$ cat src/hw/rcs_pkg.sv
// Constants, command codes and types shared by the command strobe decoder and its bench.
package rcs_pkg;
    localparam int CLK_HZ = 25000000;
    localparam int CLK_PERIOD_NS = 40;
    // Nominal internal reset pulse width; the allowed band is 240000 to 1000000 ns.
    localparam int RESET_TYP_NS = 650000;
    localparam int RESET_CYCLES = (RESET_TYP_NS + CLK_PERIOD_NS - 1) / CLK_PERIOD_NS;
    localparam int RST_CNT_W = 16;
    localparam int RX_TICK_DIV = 1210;
    localparam int RCO_HZ = 34700;
    localparam int RCO_DIV = CLK_HZ / RCO_HZ;
    localparam logic [10:0] RX_DIV_LAST = 11'(RX_TICK_DIV - 1);
    localparam logic [9:0] RCO_DIV_LAST = 10'(RCO_DIV - 1);

    localparam logic [7:0] HDR_WRITE = 8'h00;
    localparam logic [7:0] HDR_READ = 8'h01;
    localparam logic [7:0] HDR_CMD = 8'h80;

    localparam logic [7:0] CMD_TX = 8'h60;
    localparam logic [7:0] CMD_RX = 8'h61;
    localparam logic [7:0] CMD_READY = 8'h62;
    localparam logic [7:0] CMD_STANDBY = 8'h63;
    localparam logic [7:0] CMD_SLEEP = 8'h64;
    localparam logic [7:0] CMD_LOCK_RX = 8'h65;
    localparam logic [7:0] CMD_LOCK_TX = 8'h66;
    localparam logic [7:0] CMD_ABORT = 8'h67;
    localparam logic [7:0] CMD_LDC_RELOAD = 8'h68;
    localparam logic [7:0] CMD_SEQ_RELOAD = 8'h69;
    localparam logic [7:0] CMD_ENCRYPT = 8'h6a;
    localparam logic [7:0] CMD_DERIVE_KEY = 8'h6b;
    localparam logic [7:0] CMD_DECRYPT = 8'h6c;
    localparam logic [7:0] CMD_DERIVE_DECRYPT = 8'h6d;
    localparam logic [7:0] CMD_SOFT_RESET = 8'h70;
    localparam logic [7:0] CMD_RX_FLUSH = 8'h71;
    localparam logic [7:0] CMD_TX_FLUSH = 8'h72;

    localparam logic [7:0] ADDR_RX_PRESCALE = 8'h00;
    localparam logic [7:0] ADDR_RX_COUNT = 8'h01;
    localparam logic [7:0] ADDR_WU_PRESCALE = 8'h02;
    localparam logic [7:0] ADDR_WU_COUNT = 8'h03;
    localparam logic [7:0] ADDR_STATE = 8'h04;

    localparam logic [7:0] RST_RX_PRESCALE = 8'h01;
    localparam logic [7:0] RST_RX_COUNT = 8'h00;
    localparam logic [7:0] RST_WU_PRESCALE = 8'h01;
    localparam logic [7:0] RST_WU_COUNT = 8'h01;

    localparam logic [6:0] CODE_STANDBY = 7'h40;
    localparam logic [6:0] CODE_SLEEP = 7'h36;
    localparam logic [6:0] CODE_READY = 7'h03;
    localparam logic [6:0] CODE_LOCK = 7'h0f;
    localparam logic [6:0] CODE_RX = 7'h33;
    localparam logic [6:0] CODE_TX = 7'h5f;

    localparam int NUM_PULSE = 10;
    localparam int PL_SEQ = 0;
    localparam int PL_ENC = 1;
    localparam int PL_KEY = 2;
    localparam int PL_DEC = 3;
    localparam int PL_KEYDEC = 4;
    localparam int PL_RXFL = 5;
    localparam int PL_TXFL = 6;
    localparam int PL_LOW_DUTY_CYCLE_RELOAD = 7;
    localparam int PL_RXTO = 8;
    localparam int PL_WAKE = 9;

    typedef enum logic [2:0] {RCS_READY, RCS_TX, RCS_RX, RCS_STANDBY, RCS_SLEEP, RCS_LOCK} rcs_state_e;
endpackage

$ cat src/hw/rcs_timer.sv
// Prescaler and counter timer that expires after (prescale+1)*(count+1) ticks.
`timescale 1ns/1ps
module rcs_timer (
    input wire logic i_clk,
    input wire logic i_sys_rst,
    input wire logic i_tick,
    input wire logic i_start,
    input wire logic i_run,
    input wire logic i_zero_infinite,
    input wire logic [7:0] i_prescale,
    input wire logic [7:0] i_count,
    output logic o_expire
);
    logic [7:0] pre_r;
    logic [7:0] pre_nxt;
    logic [7:0] cnt_r;
    logic [7:0] cnt_nxt;
    logic exp_r;
    logic exp_nxt;
    logic frozen;

    assign frozen = i_zero_infinite && (i_prescale == 8'h00 || i_count == 8'h00);

    always_comb begin
        pre_nxt = pre_r;
        cnt_nxt = cnt_r;
        exp_nxt = 1'b0;
        if (i_start) begin
            pre_nxt = i_prescale;
            cnt_nxt = i_count;
        end else if (i_run && i_tick && !frozen) begin
            if (pre_r != 8'h00) begin
                pre_nxt = pre_r - 8'h01;
            end else if (cnt_r != 8'h00) begin
                pre_nxt = i_prescale;
                cnt_nxt = cnt_r - 8'h01;
            end else begin
                exp_nxt = 1'b1;
                pre_nxt = i_prescale;
                cnt_nxt = i_count;
            end
        end
    end

    always_ff @(posedge i_clk) begin
        if (i_sys_rst) begin
            pre_r <= 8'h00;
            cnt_r <= 8'h00;
            exp_r <= 1'b0;
        end else begin
            pre_r <= pre_nxt;
            cnt_r <= cnt_nxt;
            exp_r <= exp_nxt;
        end
    end

    assign o_expire = exp_r;
endmodule

$ cat src/hw/rcs_strobe.sv
// Command strobe decoder with register access, reset pulse generator and the two radio timers.
// Notes on behaviour
// - State strobes move TX/RX from ready, ready return, standby, sleep and abort.
// - Lock-for-receive from ready enters lock with receive synthesizer settings.
// - Lock-for-transmit from ready enters lock with transmit synthesizer settings.
// - Reload command restarts the wake-up timer from its prescale and count registers.
// - Sequence reload strobe, accepted in every state, reloads the packet counter.
// - Encrypt strobe, accepted in every state, starts the block cipher.
// - Key derivation strobe, accepted in every state, computes the decryption key.
// - Decrypt strobe, accepted in every state, decrypts with the current key.
// - Combined strobe derives the key and then decrypts, in every state.
// - Soft reset strobe starts the same internal reset as power-on.
// - A command acts as soon as its second byte completes, without chip select release.
// - Internal reset low lasts the pulse width after power-on or shutdown release.
// - Every register returns to its default while internal reset is low.
// - Timer period is (prescaler+1) times (counter+1) times the tick period.
// - Both prescaler and counter count one more than their value.
// - Receive timeout ticks every 1210 system clocks.
// - Zero receive timeout prescaler or counter means the timeout never expires.
// - Commands are header 0x80 then code; more accesses may follow in one frame.
// - Wake-up timer ticks at the internal RC oscillator rate.
`timescale 1ns/1ps
module rcs_strobe #(
    parameter int RESET_CYCLES_P = rcs_pkg::RESET_CYCLES
) (
    input wire logic i_clk,
    input wire logic i_sys_rst,
    input wire logic i_shutdown_input,
    input wire logic i_spi_sclk,
    input wire logic i_spi_csn,
    input wire logic i_spi_mosi,
    input wire logic i_tx_done,
    input wire logic i_rx_done,
    output logic o_spi_miso,
    output logic o_spi_miso_oe_n,
    output logic o_internal_reset_low,
    output logic [6:0] o_radio_state,
    output logic o_lock_for_transmit,
    output logic o_seq_reload,
    output logic o_cipher_encrypt,
    output logic o_cipher_derive_key,
    output logic o_cipher_decrypt,
    output logic o_cipher_derive_and_decrypt,
    output logic o_receive_fifo_flush,
    output logic o_transmit_fifo_flush,
    output logic o_low_duty_cycle_reload,
    output logic o_rx_timeout,
    output logic o_wakeup
);
    import rcs_pkg::*;

    function automatic logic [6:0] state_code(input rcs_state_e s);
        logic [6:0] c;
        c = CODE_READY;
        unique case (s)
            RCS_READY: c = CODE_READY;
            RCS_TX: c = CODE_TX;
            RCS_RX: c = CODE_RX;
            RCS_STANDBY: c = CODE_STANDBY;
            RCS_SLEEP: c = CODE_SLEEP;
            RCS_LOCK: c = CODE_LOCK;
            default: c = CODE_READY;
        endcase
        return c;
    endfunction

    // Pin synchronisers; only the second stage and later feed any logic.
    logic [1:0] shdn_s_r;
    logic [1:0] csn_s_r;
    logic [1:0] mosi_s_r;
    logic [2:0] sclk_s_r;
    always_ff @(posedge i_clk) begin
        if (i_sys_rst) begin
            shdn_s_r <= 2'h0;
            csn_s_r <= 2'h3;
            mosi_s_r <= 2'h0;
            sclk_s_r <= 3'h0;
        end else begin
            shdn_s_r <= {shdn_s_r[0], i_shutdown_input};
            csn_s_r <= {csn_s_r[0], i_spi_csn};
            mosi_s_r <= {mosi_s_r[0], i_spi_mosi};
            sclk_s_r <= {sclk_s_r[1:0], i_spi_sclk};
        end
    end

    logic sclk_rise;
    logic sclk_fall;
    logic csn_hi;
    assign sclk_rise = sclk_s_r[1] && !sclk_s_r[2];
    assign sclk_fall = !sclk_s_r[1] && sclk_s_r[2];
    assign csn_hi = csn_s_r[1];

    // Reset pulse generator.
    logic [RST_CNT_W-1:0] rst_cnt_r;
    logic [RST_CNT_W-1:0] rst_cnt_nxt;
    logic rstn_r;
    logic clr;
    logic cmd_valid;
    logic [7:0] cmd_code;
    assign clr = i_sys_rst || (rst_cnt_r != '0);

    always_comb begin
        rst_cnt_nxt = rst_cnt_r;
        // Held while shut down, pulse after release.
        if (shdn_s_r[1]) begin
            rst_cnt_nxt = RST_CNT_W'(RESET_CYCLES_P);
        end else if (cmd_valid && cmd_code == CMD_SOFT_RESET) begin
            rst_cnt_nxt = RST_CNT_W'(RESET_CYCLES_P);
        end else if (rst_cnt_r != '0) begin
            rst_cnt_nxt = rst_cnt_r - 1'b1;
        end
    end

    always_ff @(posedge i_clk) begin
        if (i_sys_rst) begin
            rst_cnt_r <= RST_CNT_W'(RESET_CYCLES_P);
            rstn_r <= 1'b0;
        end else begin
            rst_cnt_r <= rst_cnt_nxt;
            rstn_r <= (rst_cnt_nxt == '0);
        end
    end
    assign o_internal_reset_low = rstn_r;

    // Register file and SPI slave. SCLK must stay below an eighth of the system clock.
    logic [7:0] rx_pre_r, rx_pre_nxt, rx_cnt_r, rx_cnt_nxt;
    logic [7:0] wu_pre_r, wu_pre_nxt, wu_cnt_r, wu_cnt_nxt;
    logic [2:0] bit_r, bit_nxt;
    logic [1:0] idx_r, idx_nxt;
    logic [7:0] sh_r, sh_nxt, hdr_r, hdr_nxt, addr_r, addr_nxt, miso_sh_r, miso_sh_nxt;
    logic miso_r, miso_nxt;
    logic [7:0] byte_in;
    rcs_state_e state_r, state_nxt;

    function automatic logic [7:0] rd_reg(input logic [7:0] a);
        logic [7:0] d;
        d = 8'h00;
        case (a)
            ADDR_RX_PRESCALE: d = rx_pre_r;
            ADDR_RX_COUNT: d = rx_cnt_r;
            ADDR_WU_PRESCALE: d = wu_pre_r;
            ADDR_WU_COUNT: d = wu_cnt_r;
            ADDR_STATE: d = {1'b0, state_code(state_r)};
            default: d = 8'h00;
        endcase
        return d;
    endfunction

    assign byte_in = {sh_r[6:0], mosi_s_r[1]};
    assign cmd_valid = !csn_hi && sclk_rise && bit_r == 3'h7 && idx_r == 2'h1 && hdr_r == HDR_CMD;
    assign cmd_code = byte_in;

    always_comb begin
        {rx_pre_nxt, rx_cnt_nxt, wu_pre_nxt, wu_cnt_nxt} = {rx_pre_r, rx_cnt_r, wu_pre_r, wu_cnt_r};
        {bit_nxt, idx_nxt, sh_nxt, hdr_nxt, addr_nxt} = {bit_r, idx_r, sh_r, hdr_r, addr_r};
        miso_sh_nxt = miso_sh_r;
        miso_nxt = miso_r;
        if (csn_hi) begin
            bit_nxt = 3'h0;
            idx_nxt = 2'h0;
        end else if (sclk_rise) begin
            sh_nxt = byte_in;
            bit_nxt = bit_r + 3'h1;
            if (bit_r == 3'h7) begin
                if (idx_r == 2'h0) begin
                    hdr_nxt = byte_in;
                    idx_nxt = 2'h1;
                end else if (idx_r == 2'h1 && hdr_r == HDR_CMD) begin
                    idx_nxt = 2'h0;
                end else if (idx_r == 2'h1) begin
                    addr_nxt = byte_in;
                    idx_nxt = 2'h2;
                    miso_sh_nxt = rd_reg(byte_in);
                end else begin
                    addr_nxt = addr_r + 8'h01;
                    miso_sh_nxt = rd_reg(addr_r + 8'h01);
                    if (hdr_r == HDR_WRITE) begin
                        if (addr_r == ADDR_RX_PRESCALE) rx_pre_nxt = byte_in;
                        if (addr_r == ADDR_RX_COUNT) rx_cnt_nxt = byte_in;
                        if (addr_r == ADDR_WU_PRESCALE) wu_pre_nxt = byte_in;
                        if (addr_r == ADDR_WU_COUNT) wu_cnt_nxt = byte_in;
                    end
                end
            end
        end else if (sclk_fall && hdr_r == HDR_READ && idx_r == 2'h2) begin
            miso_nxt = miso_sh_r[7];
            miso_sh_nxt = {miso_sh_r[6:0], 1'b0};
        end
    end

    always_ff @(posedge i_clk) begin
        if (clr) begin
            rx_pre_r <= RST_RX_PRESCALE;
            rx_cnt_r <= RST_RX_COUNT;
            wu_pre_r <= RST_WU_PRESCALE;
            wu_cnt_r <= RST_WU_COUNT;
            {bit_r, idx_r, sh_r, hdr_r, addr_r, miso_sh_r} <= '0;
            miso_r <= 1'b0;
        end else begin
            {rx_pre_r, rx_cnt_r, wu_pre_r, wu_cnt_r} <= {rx_pre_nxt, rx_cnt_nxt, wu_pre_nxt, wu_cnt_nxt};
            {bit_r, idx_r, sh_r, hdr_r, addr_r} <= {bit_nxt, idx_nxt, sh_nxt, hdr_nxt, addr_nxt};
            miso_sh_r <= miso_sh_nxt;
            miso_r <= miso_nxt;
        end
    end
    assign o_spi_miso = miso_r;
    assign o_spi_miso_oe_n = csn_hi || clr;

    // Radio control state, command strobes and tick dividers.
    logic lock_tx_r, lock_tx_nxt;
    logic [NUM_PULSE-1:0] pulse_r, pulse_nxt;
    logic [10:0] rx_div_r, rx_div_nxt;
    logic [9:0] rco_div_r, rco_div_nxt;
    logic rx_tick, rco_tick, rx_exp, wu_exp, rx_start, wu_start;

    assign rx_tick = rx_div_r == RX_DIV_LAST;
    assign rco_tick = rco_div_r == RCO_DIV_LAST;

    always_comb begin
        state_nxt = state_r;
        lock_tx_nxt = lock_tx_r;
        pulse_nxt = '0;
        rx_div_nxt = rx_tick ? 11'h000 : rx_div_r + 11'h001;
        rco_div_nxt = rco_tick ? 10'h000 : rco_div_r + 10'h001;
        if (state_r == RCS_TX && i_tx_done) state_nxt = RCS_READY;
        if (state_r == RCS_RX && (i_rx_done || rx_exp)) state_nxt = RCS_READY;
        pulse_nxt[PL_RXTO] = state_r == RCS_RX && rx_exp;
        if (state_r == RCS_SLEEP && wu_exp) state_nxt = RCS_READY;
        pulse_nxt[PL_WAKE] = state_r == RCS_SLEEP && wu_exp;
        if (cmd_valid) begin
            case (cmd_code)
                CMD_TX: if (state_r == RCS_READY) state_nxt = RCS_TX;
                CMD_RX: if (state_r == RCS_READY) state_nxt = RCS_RX;
                CMD_READY: if (state_r inside {RCS_STANDBY, RCS_SLEEP, RCS_LOCK}) state_nxt = RCS_READY;
                CMD_STANDBY: if (state_r == RCS_READY) state_nxt = RCS_STANDBY;
                CMD_SLEEP: if (state_r == RCS_READY) state_nxt = RCS_SLEEP;
                CMD_ABORT: if (state_r inside {RCS_TX, RCS_RX}) state_nxt = RCS_READY;
                CMD_LOCK_RX: if (state_r == RCS_READY) state_nxt = RCS_LOCK;
                CMD_LOCK_TX: if (state_r == RCS_READY) state_nxt = RCS_LOCK;
                CMD_LDC_RELOAD: pulse_nxt[PL_LOW_DUTY_CYCLE_RELOAD] = 1'b1;
                CMD_SEQ_RELOAD: pulse_nxt[PL_SEQ] = 1'b1;
                CMD_ENCRYPT: pulse_nxt[PL_ENC] = 1'b1;
                CMD_DERIVE_KEY: pulse_nxt[PL_KEY] = 1'b1;
                CMD_DECRYPT: pulse_nxt[PL_DEC] = 1'b1;
                CMD_DERIVE_DECRYPT: pulse_nxt[PL_KEYDEC] = 1'b1;
                CMD_RX_FLUSH: pulse_nxt[PL_RXFL] = 1'b1;
                CMD_TX_FLUSH: pulse_nxt[PL_TXFL] = 1'b1;
                default: ;
            endcase
            if (state_r == RCS_READY && cmd_code inside {CMD_LOCK_RX, CMD_LOCK_TX}) begin
                lock_tx_nxt = cmd_code == CMD_LOCK_TX;
            end
        end
    end

    always_ff @(posedge i_clk) begin
        if (clr) begin
            state_r <= RCS_READY;
            lock_tx_r <= 1'b0;
            pulse_r <= '0;
            rx_div_r <= 11'h000;
            rco_div_r <= 10'h000;
        end else begin
            state_r <= state_nxt;
            lock_tx_r <= lock_tx_nxt;
            pulse_r <= pulse_nxt;
            rx_div_r <= rx_div_nxt;
            rco_div_r <= rco_div_nxt;
        end
    end

    assign rx_start = state_nxt == RCS_RX && state_r != RCS_RX;
    // Reload or sleep entry restarts the wake-up count.
    assign wu_start = (state_nxt == RCS_SLEEP && state_r != RCS_SLEEP) || pulse_nxt[PL_LOW_DUTY_CYCLE_RELOAD];

    rcs_timer u_rx_timer (
        .i_clk(i_clk),
        .i_sys_rst(clr),
        .i_tick(rx_tick),
        .i_start(rx_start),
        .i_run(state_r == RCS_RX),
        .i_zero_infinite(1'b1),
        .i_prescale(rx_pre_r),
        .i_count(rx_cnt_r),
        .o_expire(rx_exp)
    );

    // The host keeps the wake-up values non-zero, so no infinite case is needed here.
    rcs_timer u_wu_timer (
        .i_clk(i_clk),
        .i_sys_rst(clr),
        .i_tick(rco_tick),
        .i_start(wu_start),
        .i_run(state_r == RCS_SLEEP),
        .i_zero_infinite(1'b0),
        .i_prescale(wu_pre_r),
        .i_count(wu_cnt_r),
        .o_expire(wu_exp)
    );

    assign o_radio_state = state_code(state_r);
    assign o_lock_for_transmit = lock_tx_r;
    assign o_seq_reload = pulse_r[PL_SEQ];
    assign o_cipher_encrypt = pulse_r[PL_ENC];
    assign o_cipher_derive_key = pulse_r[PL_KEY];
    assign o_cipher_decrypt = pulse_r[PL_DEC];
    assign o_cipher_derive_and_decrypt = pulse_r[PL_KEYDEC];
    assign o_receive_fifo_flush = pulse_r[PL_RXFL];
    assign o_transmit_fifo_flush = pulse_r[PL_TXFL];
    assign o_low_duty_cycle_reload = pulse_r[PL_LOW_DUTY_CYCLE_RELOAD];
    assign o_rx_timeout = pulse_r[PL_RXTO];
    assign o_wakeup = pulse_r[PL_WAKE];
endmodule

$ cat config.mk
export PLATFORM = sky130hd
export DESIGN_NAME = rcs_strobe
export DESIGN_NICKNAME = d
export VERILOG_FILES = /design/src/hw/rcs_pkg.sv /design/src/hw/rcs_timer.sv /design/src/hw/rcs_strobe.sv
export SDC_FILE = /design/constraint.sdc
export NUM_CORES = 1
export LEC_CHECK = 0
export BUFFER_PORTS_ARGS = -buffer_cell sky130_fd_sc_hd__buf_2
export CAP_MARGIN = 0
export CORE_ASPECT_RATIO = 0.5
export CORE_MARGIN = 2
export CORE_UTILIZATION = 40
export CTS_CLUSTER_DIAMETER = 50
export DETAILED_ROUTE_END_ITERATION = 12
export GPL_TIMING_DRIVEN = 0
export PLACE_DENSITY = 0.61
export SLEW_MARGIN = 25
export SYNTH_ARGS = -nofsm -noshare
export SYNTH_HDL_FRONTEND = slang
export SYNTH_SLANG_ARGS = --single-unit
$ cat constraint.sdc
create_clock -name i_clk -period 2.5 [get_ports i_clk]
set_input_delay 0.25 -clock i_clk [delete_from_list [all_inputs] [get_ports i_clk]]
set_output_delay 0.25 -clock i_clk [all_outputs]
set_load 0.05 [all_outputs]
Word-level counts from Yosys, hierarchy flattened

Index checks and enable logic that the tools add are counted.

Register bits after elaboration: 164
Bits of input ports: 8
Logic and storage cells: 218

Add/sub/neg operators: 9
Eq/ne operators: 49
Muxes and demuxes: 53
Bitwise gates (word level): 8
Reduce and logical (&&, ||, !) cells: 70

Operator list:

| kind                    | number |
|---|---|
| $mux W8                 | 22 |
| $eq A8 B7 Y1 const B    | 17 |
| $pmux W8 S5             | 2 |
| $eq A8 B2 Y1 const B    | 6 |
| $logic_not A8 Y1        | 6 |
| $mux W16                | 3 |
| $pmux W7 S5             | 1 |
| $mux W3                 | 11 |
| $eq A8 B1 Y1 const B    | 4 |
| $reduce_and A8 Y1       | 4 |
| $reduce_bool A8 Y1      | 4 |
| $sub A8 B1 Y8 const B   | 4 |
| $pmux W3 S7             | 1 |
| $logic_and A1 B1 Y1     | 20 |
| $eq A8 B3 Y1 const B    | 2 |
| $logic_not A16 Y1       | 1 |
| $reduce_bool A16 Y1     | 1 |
| $sub A16 B1 Y16 const B | 1 |
| $eq A3 B3 Y1 const B    | 4 |
| $add A11 B1 Y11 const B | 1 |
| $eq A11 B11 Y1 const B  | 1 |
| $add A10 B1 Y10 const B | 1 |
| $eq A10 B10 Y1 const B  | 1 |
| $mux W1                 | 10 |
| other kinds (25)        | 61 |

Depth between registers and ports, before layout

Gate-level depths: netlist of the first run.

Depth in word-level cells: 13
Mapped depth: 12
Gate-level depth less buffers: 11

Cells and area by module

From an unflattened synthesis of the first run, not the netlist that was laid out.

Cell total of the unflattened synthesis: 1122
Area total of the unflattened synthesis: 9506.6 µm²

By module, submodules not included:

| module     | instances | cells each | area an instance (µm²) | seq. area each (µm²) |
|---|---|---|---|---|
| rcs_strobe | 1         | 800        | 6816.5                 | 2602.5 |
| rcs_timer  | 2         | 161        | 1345.0                 | 340.3 |

Worst setup path before layout of the first run

OpenSTA, ideal clock, no wires.

Kind: register to register
From: register state_r[1]
To: register miso_sh_r[4]
Arrival: 3346 ps
Setup slack: -960 ps
Cell stages (with the launch flop): 11
Buffers on the path: 1
Path through: dfxtp_1 buf_2 inv_1 ha_1 nor3_1 nor2_1 inv_1 a221oi_1 o21ai_0 a21oi_1 a2111oi_0

Longest elaborated chain between the ends: 8

Ends and longest elaborated chain:

| item                                 | RTL line          | RTL |
|---|---|---|
| from (decl)                          | rcs_strobe.sv:133 | `rcs_state_e state_r, state_nxt;` |
| from (signal assigned)               | rcs_strobe.sv:264 | `state_r <= state_nxt;` |
| $eq A3 B3 Y1 (tied with other cells) | n/a               |  |
| $pmux W7 S5 *                        | n/a               |  |
| via o_radio_state[4]                 | rcs_strobe.sv:37  | `output logic [6:0] o_radio_state,` |
| $pmux W8 S5                          | rcs_strobe.sv:138 | `case (a)` |
| $mux W8 *                            | rcs_strobe.sv:170 | `end else if (idx_r == 2'h1) begin` |
| $mux W8 *                            | rcs_strobe.sv:168 | `end else if (idx_r == 2'h1 && hdr_r == HDR_CMD) begin` |
| $mux W8 *                            | rcs_strobe.sv:165 | `if (idx_r == 2'h0) begin` |
| $mux W8 *                            | rcs_strobe.sv:164 | `if (bit_r == 3'h7) begin` |
| $mux W8 *                            | rcs_strobe.sv:161 | `end else if (sclk_rise) begin` |
| to (signal assigned)                 | rcs_strobe.sv:202 | `miso_sh_r <= miso_sh_nxt;` |
| to (decl)                            | rcs_strobe.sv:130 | `logic [7:0] sh_r, sh_nxt, hdr_r, hdr_nxt, addr_r, addr_nxt, miso_sh_r, miso_sh_nxt;` |

The timed path passes the listed nets; every way through them passes the cells marked *. The select of a mux whose other input is x is not followed.
A chain may end at the register's enable or synchronous reset.

Worst setup path in the final report of the first run

From: register hdr_r[1]
To: register u_rx_timer.pre_r[0]

Longest elaborated chain between the ends: 6

Ends and longest elaborated chain:

| item                                          | RTL line          | RTL |
|---|---|---|
| from (decl)                                   | rcs_strobe.sv:130 |  |
| from (signal assigned)                        | rcs_strobe.sv:201 | `{bit_r, idx_r, sh_r, hdr_r, addr_r} <= {bit_nxt, idx_nxt, sh_nxt, hdr_nxt, addr_nxt};` |
| $eq A8 B8 Y1 *                                | rcs_strobe.sv:150 | `assign cmd_valid = !csn_hi && sclk_rise && bit_r == 3'h7 && idx_r == 2'h1 && hdr_r == HDR_CMD;` |
| $logic_and A1 B1 Y1 *                         | rcs_strobe.sv:150 |  |
| $mux W3 *                                     | rcs_strobe.sv:230 | `if (cmd_valid) begin` |
| $eq A3 B2 Y1 *                                | rcs_strobe.sv:272 | `assign rx_start = state_nxt == RCS_RX && state_r != RCS_RX;` |
| $logic_and A1 B1 Y1 *                         | rcs_strobe.sv:272 |  |
| $mux W8 or $reduce_bool A2 Y1 (tied branches) | n/a               |  |
| to (signal assigned)                          | rcs_timer.sv:51   | `pre_r <= pre_nxt;` |
| to (decl)                                     | rcs_timer.sv:14   | `logic [7:0] pre_r;` |

Mark *: on every way between the ends. The rest lies on a longest branch, timed or not.

==> flow_summary.toml, run 1 <==
[die]
rows = 37
die_x_um = 212
dieArea_sq_um = 22900
ios = 29
die_y_um = 108
start_util_pct = 41.4
core_sq_um = 20900

[clock_tree]
clk_path_buf_depth = 2
cts_buffers = 17
tritoncts = "built"
clkTransAtPathRegs_ns = 0.07
htreeDepth = 4
cts_num_sinks = 164
clk_latency_ns = 0.45
root_buffer = "clkbuf_16"

[global_route]
grt_use_total_pct = 23.6
grt_overflow = 0
grt_pass1_vias = 7811
grt_pass1_wl_um = 41500
busiest_layer = "met2"
use_met2_pct = 38.0
gr-usage-met1_pct = 31.3
grt_max_degree = 17
antenna_found_initial = 1
grt_util_met3_pct = 5.61

[setup_path]
critical-path-max-stage-delay_ns = 0.59
critPathSlowestCell = "or4_4"
crit_type = "flop to flop"
critPathTopFamily = "simple AND/OR/NAND/NOR gates"
worstPathRequired_ns = 2.81
cp-start-kind = "flop"
r2r-end = "u_rx_timer.pre_r[0]"
cp.depth = 9
end_kind = "flop"
crit_buf_inv = 1
critical_path_arrival_ns = 3.11
critPathMostFrequentCell = "or4_4"
crit_path_max_fanout = 8
r2r-start = "hdr_r[1]"
path_cells = "or4_4 > nor4_4 > nand3_2 > a32o_2 > or4_4 > buf_8 > a22o_1 > nand2_1 > a21oi_2"
r2r_cells = 9
ff2ff_setup_slack_ns = -0.29

[placement]
finalWeightedCongestion = 0.918
hpwlAfterDp_um = 18400
dp_slack_ns = -0.830
placed_area_sq_um = 9260
portBuffers = 28

[routing]
post_drt_wl_per_cell_um = 18.5
drt_iter0_drc = 640
num_vias = 8161
firstDrtPassIters = 5
ant_nets = 0
routed_via_density = 5.67
wl_um = 26600
drc = 0

[sta]
finalSetupViolCount = 34
fin_crit_ns = 2.79
postLayoutSetupSlackWorst_ns = -0.294
setup_tns_ns = -7.12
max_freq_mhz = 358
fin_crit_sh_pct = 112
hold_violations = 0
slew_viol_final = 0
fin_skew_ns = 0.0177
slew_headroom_pct = 37.3
worstMarginPinSlew_ns = 0.927
rsz0062_at_grt = "true"

[synth]
synth-async-reset-ratio_pct = 0
yosys.cell_count.top_type = "dfxtp_1"
ys_types = 77
ys_seq_area_share_pct = 38.0
ys_warn_count = 0
synth.area.top_cells = "dfxtp_1 38%, nor2_1 6.9%, mux2i_1 5.9%"
synth_flop_cell = "dfxtp_1"
netlist.area_leader.share_pct = 38.0
synthesis.instances = 1051
syn_nets = 1080
synth.cells.most_frequent = "164 x dfxtp_1, 158 x nor2_1, 82 x nand2_1"
yosys.area.top_type = "dfxtp_1"
ys_ff_latch = 164
synth_edf_count = 0
mappedNetlistArea_sq_um = 8650
syn_avg_cell_area_sq_um = 8.23

[final_layout]
postLayoutCellArea_sq_um = 10900
nNetsFinal = 1164
syn_to_final_growth_pct = 25.8
multi_input_area_sq_um = 5640
fill_cells = 1994
regArea_sq_um = 3300
final_util_pct = 52.1
drive_above_1_share_pct = 24.1

[power_and_ir_drop]
p_leak_nw = 4.14
comb_power_share_pct = 2.3
internal_power_mw = 4.22
p_switching_mw = 1.26
p_total_mw = 5.47
ir_drop_v = 0.000318
pwr-share-clk_pct = 49.4
seq_power_share_pct = 48.3
power_density_nw_per_um2 = 503
power_switching_share_pct = 22.9

[hold_path]
whs_endpoint = "mosi_s_r[0]"
hp-class = "input pin to flop"
min_from = "i_spi_mosi"
hold_path_depth = 2

[flow_run]
max_cap_violations = 0

[status]
status = "finished with violations"
violations = "negative setup slack"
==> worst max-delay path by stage <==
| stage | slack, ns | start | endpoint |
|---|---|---|---|
| 6_report | -0.29 | hdr_r[1] | u_rx_timer.pre_r[0] |
| 2_1_floorplan | -0.20 | state_r[1] | miso_sh_r[4] |
| 5_1_grt | -0.40 | hdr_r[1] | u_wu_timer.pre_r[0] |
| 3_3_place_gp | -1.16 | state_r[1] | u_rx_timer.cnt_r[3] |
| 3_5_place_dp | -0.83 | sh_r[1] | u_wu_timer.cnt_r[6] |
| 4_1_cts | -0.33 | hdr_r[1] | u_wu_timer.pre_r[6] |
==> per-stage QoR <==
step | instances | hold WS (ns)
floorplan | 1051 | 0.322
global placement | 1371 | 0.391
detailed placement | 1371 | 0.406
CTS | 1419 | 0.0166
global route | 1439 | 0.0141
finish | 1440 | 0.0232
==> registers in the layout (all words and copies together), names as in the netlist, 7 cells and up <==
register          cells
rx_cnt_r              8
hdr_r                 8
miso_sh_r             8
rco_div_r            10
u_rx_timer.pre_r      8
sh_r                  7
wu_cnt_r              8
u_wu_timer.pre_r      8
rx_pre_r              8
rst_cnt_r            16
pulse_r              10
u_wu_timer.cnt_r      8
u_rx_timer.cnt_r      8
addr_r                8
rx_div_r             11
wu_pre_r              8
==> kinds of logic (layout without fill, tap and decap cells) <==
group	after synthesis	after routing	share of synthesized area [%]
adder cells (fa/ha/maj)	21	21	3.04
buffers and inverters	90	186	4.14
AND/OR/NAND/NOR	467	467	27.6
XOR/XNOR	36	36	3.65
AO/OA/AOI/OAI	217	217	17.0
multiplexers	56	56	6.55
flip-flops	164	164	38.0
other	0	1	0
==> cells in the final DEF, fill, tap and decap left out, types with 27 or more instances in the layout <==
master     n
dfxtp_1  150
nor2_1   150
buf_4     44
nor3_1    27
inv_1     28
o21ai_0   35
mux2i_1   51
nand3_1   28
buf_2     29
nand2_1   72
a21oi_1   48
==> final cells by class <==
type,instances,share of cell area [%]
clock buffer,19,4.16
sequential,164,30.3
clock inverter,12,1.34
inverter,29,1.02
tap,292,3.36
buffer,49,2.91
timing repair buffer,77,5.02
antenna,1,0.0230
multi-input combinational,797,51.8
==> routing by layer <==
layer,vias to the layer above,part of all wire (%)
li1,3954,-
met1,3907,47
met2,258,45
met3,42,6.4
met4,0,1.6
met5,-,0
==> timing repair <==
item,4_1_cts,5_1_grt
hold buffers,3,0
setup buffers,22,23
endpoints found under the setup margin,149,107
pin swaps,21,30
gates resized for setup,93,114
gates cloned,1,0
endpoints found under the hold margin,3,0
==> power groups by stage <==
stage                     registers, mW  clock network (mW)  logic (mW)
final                              2.64                2.71       0.124
after CTS                          2.64                2.75       0.117
after floorplan                    2.69                   0      0.0768
after global routing               2.64                2.86       0.136
after global placement             2.69                   0       0.108
after detailed placement           2.70                   0       0.111
No activity file was read; power rests on OpenSTA's default activity.
==> run 2, diff against run 1 <==
--- a/config.mk
+++ b/config.mk
@@ -13,8 +13,9 @@
 export CTS_CLUSTER_DIAMETER = 50
 export DETAILED_ROUTE_END_ITERATION = 12
 export GPL_TIMING_DRIVEN = 0
-export PLACE_DENSITY = 0.61
+export PLACE_DENSITY = 0.6
 export SLEW_MARGIN = 25
 export SYNTH_ARGS = -nofsm -noshare
 export SYNTH_HDL_FRONTEND = slang
+export SYNTH_HIERARCHICAL = 1
 export SYNTH_SLANG_ARGS = --single-unit
==> run 2 against run 1 <==
- the run still ends with negative setup slack left
- register-to-register slack got worse by 0.03 ns
- power down 3.7%
- worst hold slack improved by 0.020 ns
- design area is 5.2% higher
- sequential share of layout area is 1.5 points lower
- synthesized area is 9.9% higher
- clock-buffer cell count rose by 2
- cell count is 6.0% higher
- critical path type unchanged
- largest cell class unchanged
- die area is 9.6% higher
- critical path depth grew 3
==> flow_summary.toml, run 2 <==
[die]
core_sq_um = 23100
dieArea_sq_um = 25100
ios = 29
start_util_pct = 41.2
rows = 39
die_y_um = 113
die_x_um = 222

[global_route]
grt_use_total_pct = 23.1
grt_max_degree = 17
grt_pass1_wl_um = 45800
grt_pass1_vias = 8373
antenna_found_initial = 0
grt_overflow = 0

[power_and_ir_drop]
comb_power_share_pct = 2.4
p_switching_mw = 1.19
p_leak_nw = 4.14
seq_power_share_pct = 50.0
pwr-share-clk_pct = 47.6
p_total_mw = 5.27
ir_drop_v = 0.000358
power_density_nw_per_um2 = 460
internal_power_mw = 4.07
power_switching_share_pct = 22.7

[final_layout]
layout.cells.non_filler = 1527
final_util_pct = 49.6
syn_to_final_growth_pct = 20.5
multi_input_area_sq_um = 6200
final_common_cell = "dfxtp_1"
final_cell_mix = "151 x dfxtp_1, 147 x nor2_1, 81 x nand2_1"
nNetsFinal = 1235
largest_reg_flops = 16
fill_cells = 2178
drive_above_1_share_pct = 21.7
regMostFlops = "rst_cnt_r"
regArea_sq_um = 3300
top_regs = "rst_cnt_r x16, rx_div_r x11"
diodes = 0
postLayoutCellArea_sq_um = 11500

[sta]
fin_crit_sh_pct = 113
finalSetupViolCount = 34
rsz0062_at_grt = "true"
fin_skew_ns = 0.00687
slew_headroom_pct = 36.7
worstMarginPinSlew_ns = 0.947
hold_ws_ns = 0.0435
postLayoutSetupSlackWorst_ns = -0.328
setup_tns_ns = -7.94
hold_violations = 0
fin_crit_ns = 2.83
max_freq_mhz = 354
slew_viol_final = 0

[setup_path]
critical_path_arrival_ns = 3.14
cp-endpoint = "u_wu_timer/pre_r[2]"
ff2ff_setup_slack_ns = -0.33
worstSetupStartpoint = "sh_r[1]"
r2r-start = "sh_r[1]"
critPathSlowestCell = "clkbuf_1"
end_kind = "flop"
path_cells = "clkbuf_4 > clkbuf_1 > nor2_1 > a21boi_4 > nand2_2 > o31ai_4 > buf_6 > clkbuf_16 > a21oi_4 > and3b_1 > a21oi_1 > o31ai_1"
r2r-end = "u_wu_timer/pre_r[2]"
cp.depth = 12
critical-path-max-stage-delay_ns = 0.62
worstPathRequired_ns = 2.82
critPathTopFamily = "buffers and inverters"
r2r_cells = 12
crit_buf_inv = 4
crit_path_max_fanout = 10
cp-start-kind = "flop"
crit_type = "flop to flop"

[synth]
synth.cells.most_frequent = "164 x dfxtp_1, 151 x nor2_1, 86 x nand2_1"
ys_types = 93
ys_ff_latch = 164
mappedNetlistArea_sq_um = 9510
synth_edf_count = 0
synth-async-reset-ratio_pct = 0
ys_seq_area_share_pct = 34.5
synth_flop_cell = "dfxtp_1"
netlist.area_leader.share_pct = 34.5
yosys.area.top_type = "dfxtp_1"
ys_warn_count = 6
synth.area.top_cells = "dfxtp_1 35%, nor2_1 6.0%, mux2i_1 5.6%"
yosys.cell_count.top_type = "dfxtp_1"
synthesis.instances = 1122
syn_avg_cell_area_sq_um = 8.47

[clock_tree]
clk_latency_ns = 0.44
tritoncts = "built"
clk_path_buf_depth = 2
clkTransAtPathRegs_ns = 0.06
cts_num_sinks = 164
htreeDepth = 4
cts_buffers = 17
root_buffer = "clkbuf_16"

[flow_run]
max_cap_violations = 0

[routing]
ant_nets = 0
drt_iter0_drc = 657
drc = 0
num_vias = 8951
wl_um = 29000
firstDrtPassIters = 5
post_drt_wl_per_cell_um = 19.0
routed_via_density = 5.86

[placement]
finalWeightedCongestion = 0.910
placed_area_sq_um = 10200
dp_slack_ns = -0.919
dp.cells = 1463
hpwlAfterDp_um = 20300
portBuffers = 28

[hold_path]
hp-class = "input pin to flop"
min_from = "i_shutdown_input"

[status]
violations = "negative setup slack"
status = "finished with violations"
run 2: worst min path at each step:
stage          cells past startpoint     endpoint
6_report                           2  shdn_s_r[0]
5_1_grt                            2  sclk_s_r[0]
4_1_cts                            2  sclk_s_r[0]
3_5_place_dp                       1   csn_s_r[1]
3_3_place_gp                       1   csn_s_r[1]
2_1_floorplan                      1   csn_s_r[0]
run 2: what timing repair did:
action | in CTS | in global routing
resized for setup | 58 | 67
hold buffers | 2 | 0
hold endpoints to repair | 2 | 0
setup endpoints to repair | 39 | 39
pin swaps | 21 | 31
cloned | 3 | 1
setup buffers | 14 | 16
run 2: cells by family (layout without fill, tap and decap cells):
kind of cell | Yosys count | count (layout) | synth area share [%]
buffers and inverters | 100 | 191 | 4.70
and+or+nand+nor | 494 | 494 | 28.5
adders and majority gates | 21 | 21 | 2.74
AOI/OAI and AO/OA | 244 | 245 | 18.9
DFF | 164 | 164 | 34.5
other | 2 | 8 | 0.0790
xor gates and xnor gates | 35 | 35 | 3.22
muxes | 62 | 62 | 7.36
run 2: per-layer routing:
metal	track usage, %	vias up	routed length (um)
met3	4.44	52	1800
met4	8.56	0	693
met2	36.6	310	13000
li1	-	4280	-
met5	0	-	0
met1	31.5	4309	13500
run 2: area by class of cell:
cell class              instances  share of cell area, %
plain buffers                  59                   3.50
well taps                     307                   3.35
clock buffers                  21                   3.93
flip-flops and latches        164                   28.9
inverters                      39                   1.45
multi-input cells             865                   54.2
clock inverters                11                  0.885
repair buffers                 61                   3.85
run 2: power by group through the flow:
stage / sequential [mW] / clock, mW / combinational, mW
after CTS: 2.64 / 2.57 / 0.117
after global placement: 2.70 / 0 / 0.110
final: 2.64 / 2.51 / 0.125
after global routing: 2.64 / 2.68 / 0.138
after floorplan: 2.69 / 0 / 0.0794
after detailed placement: 2.70 / 0 / 0.111
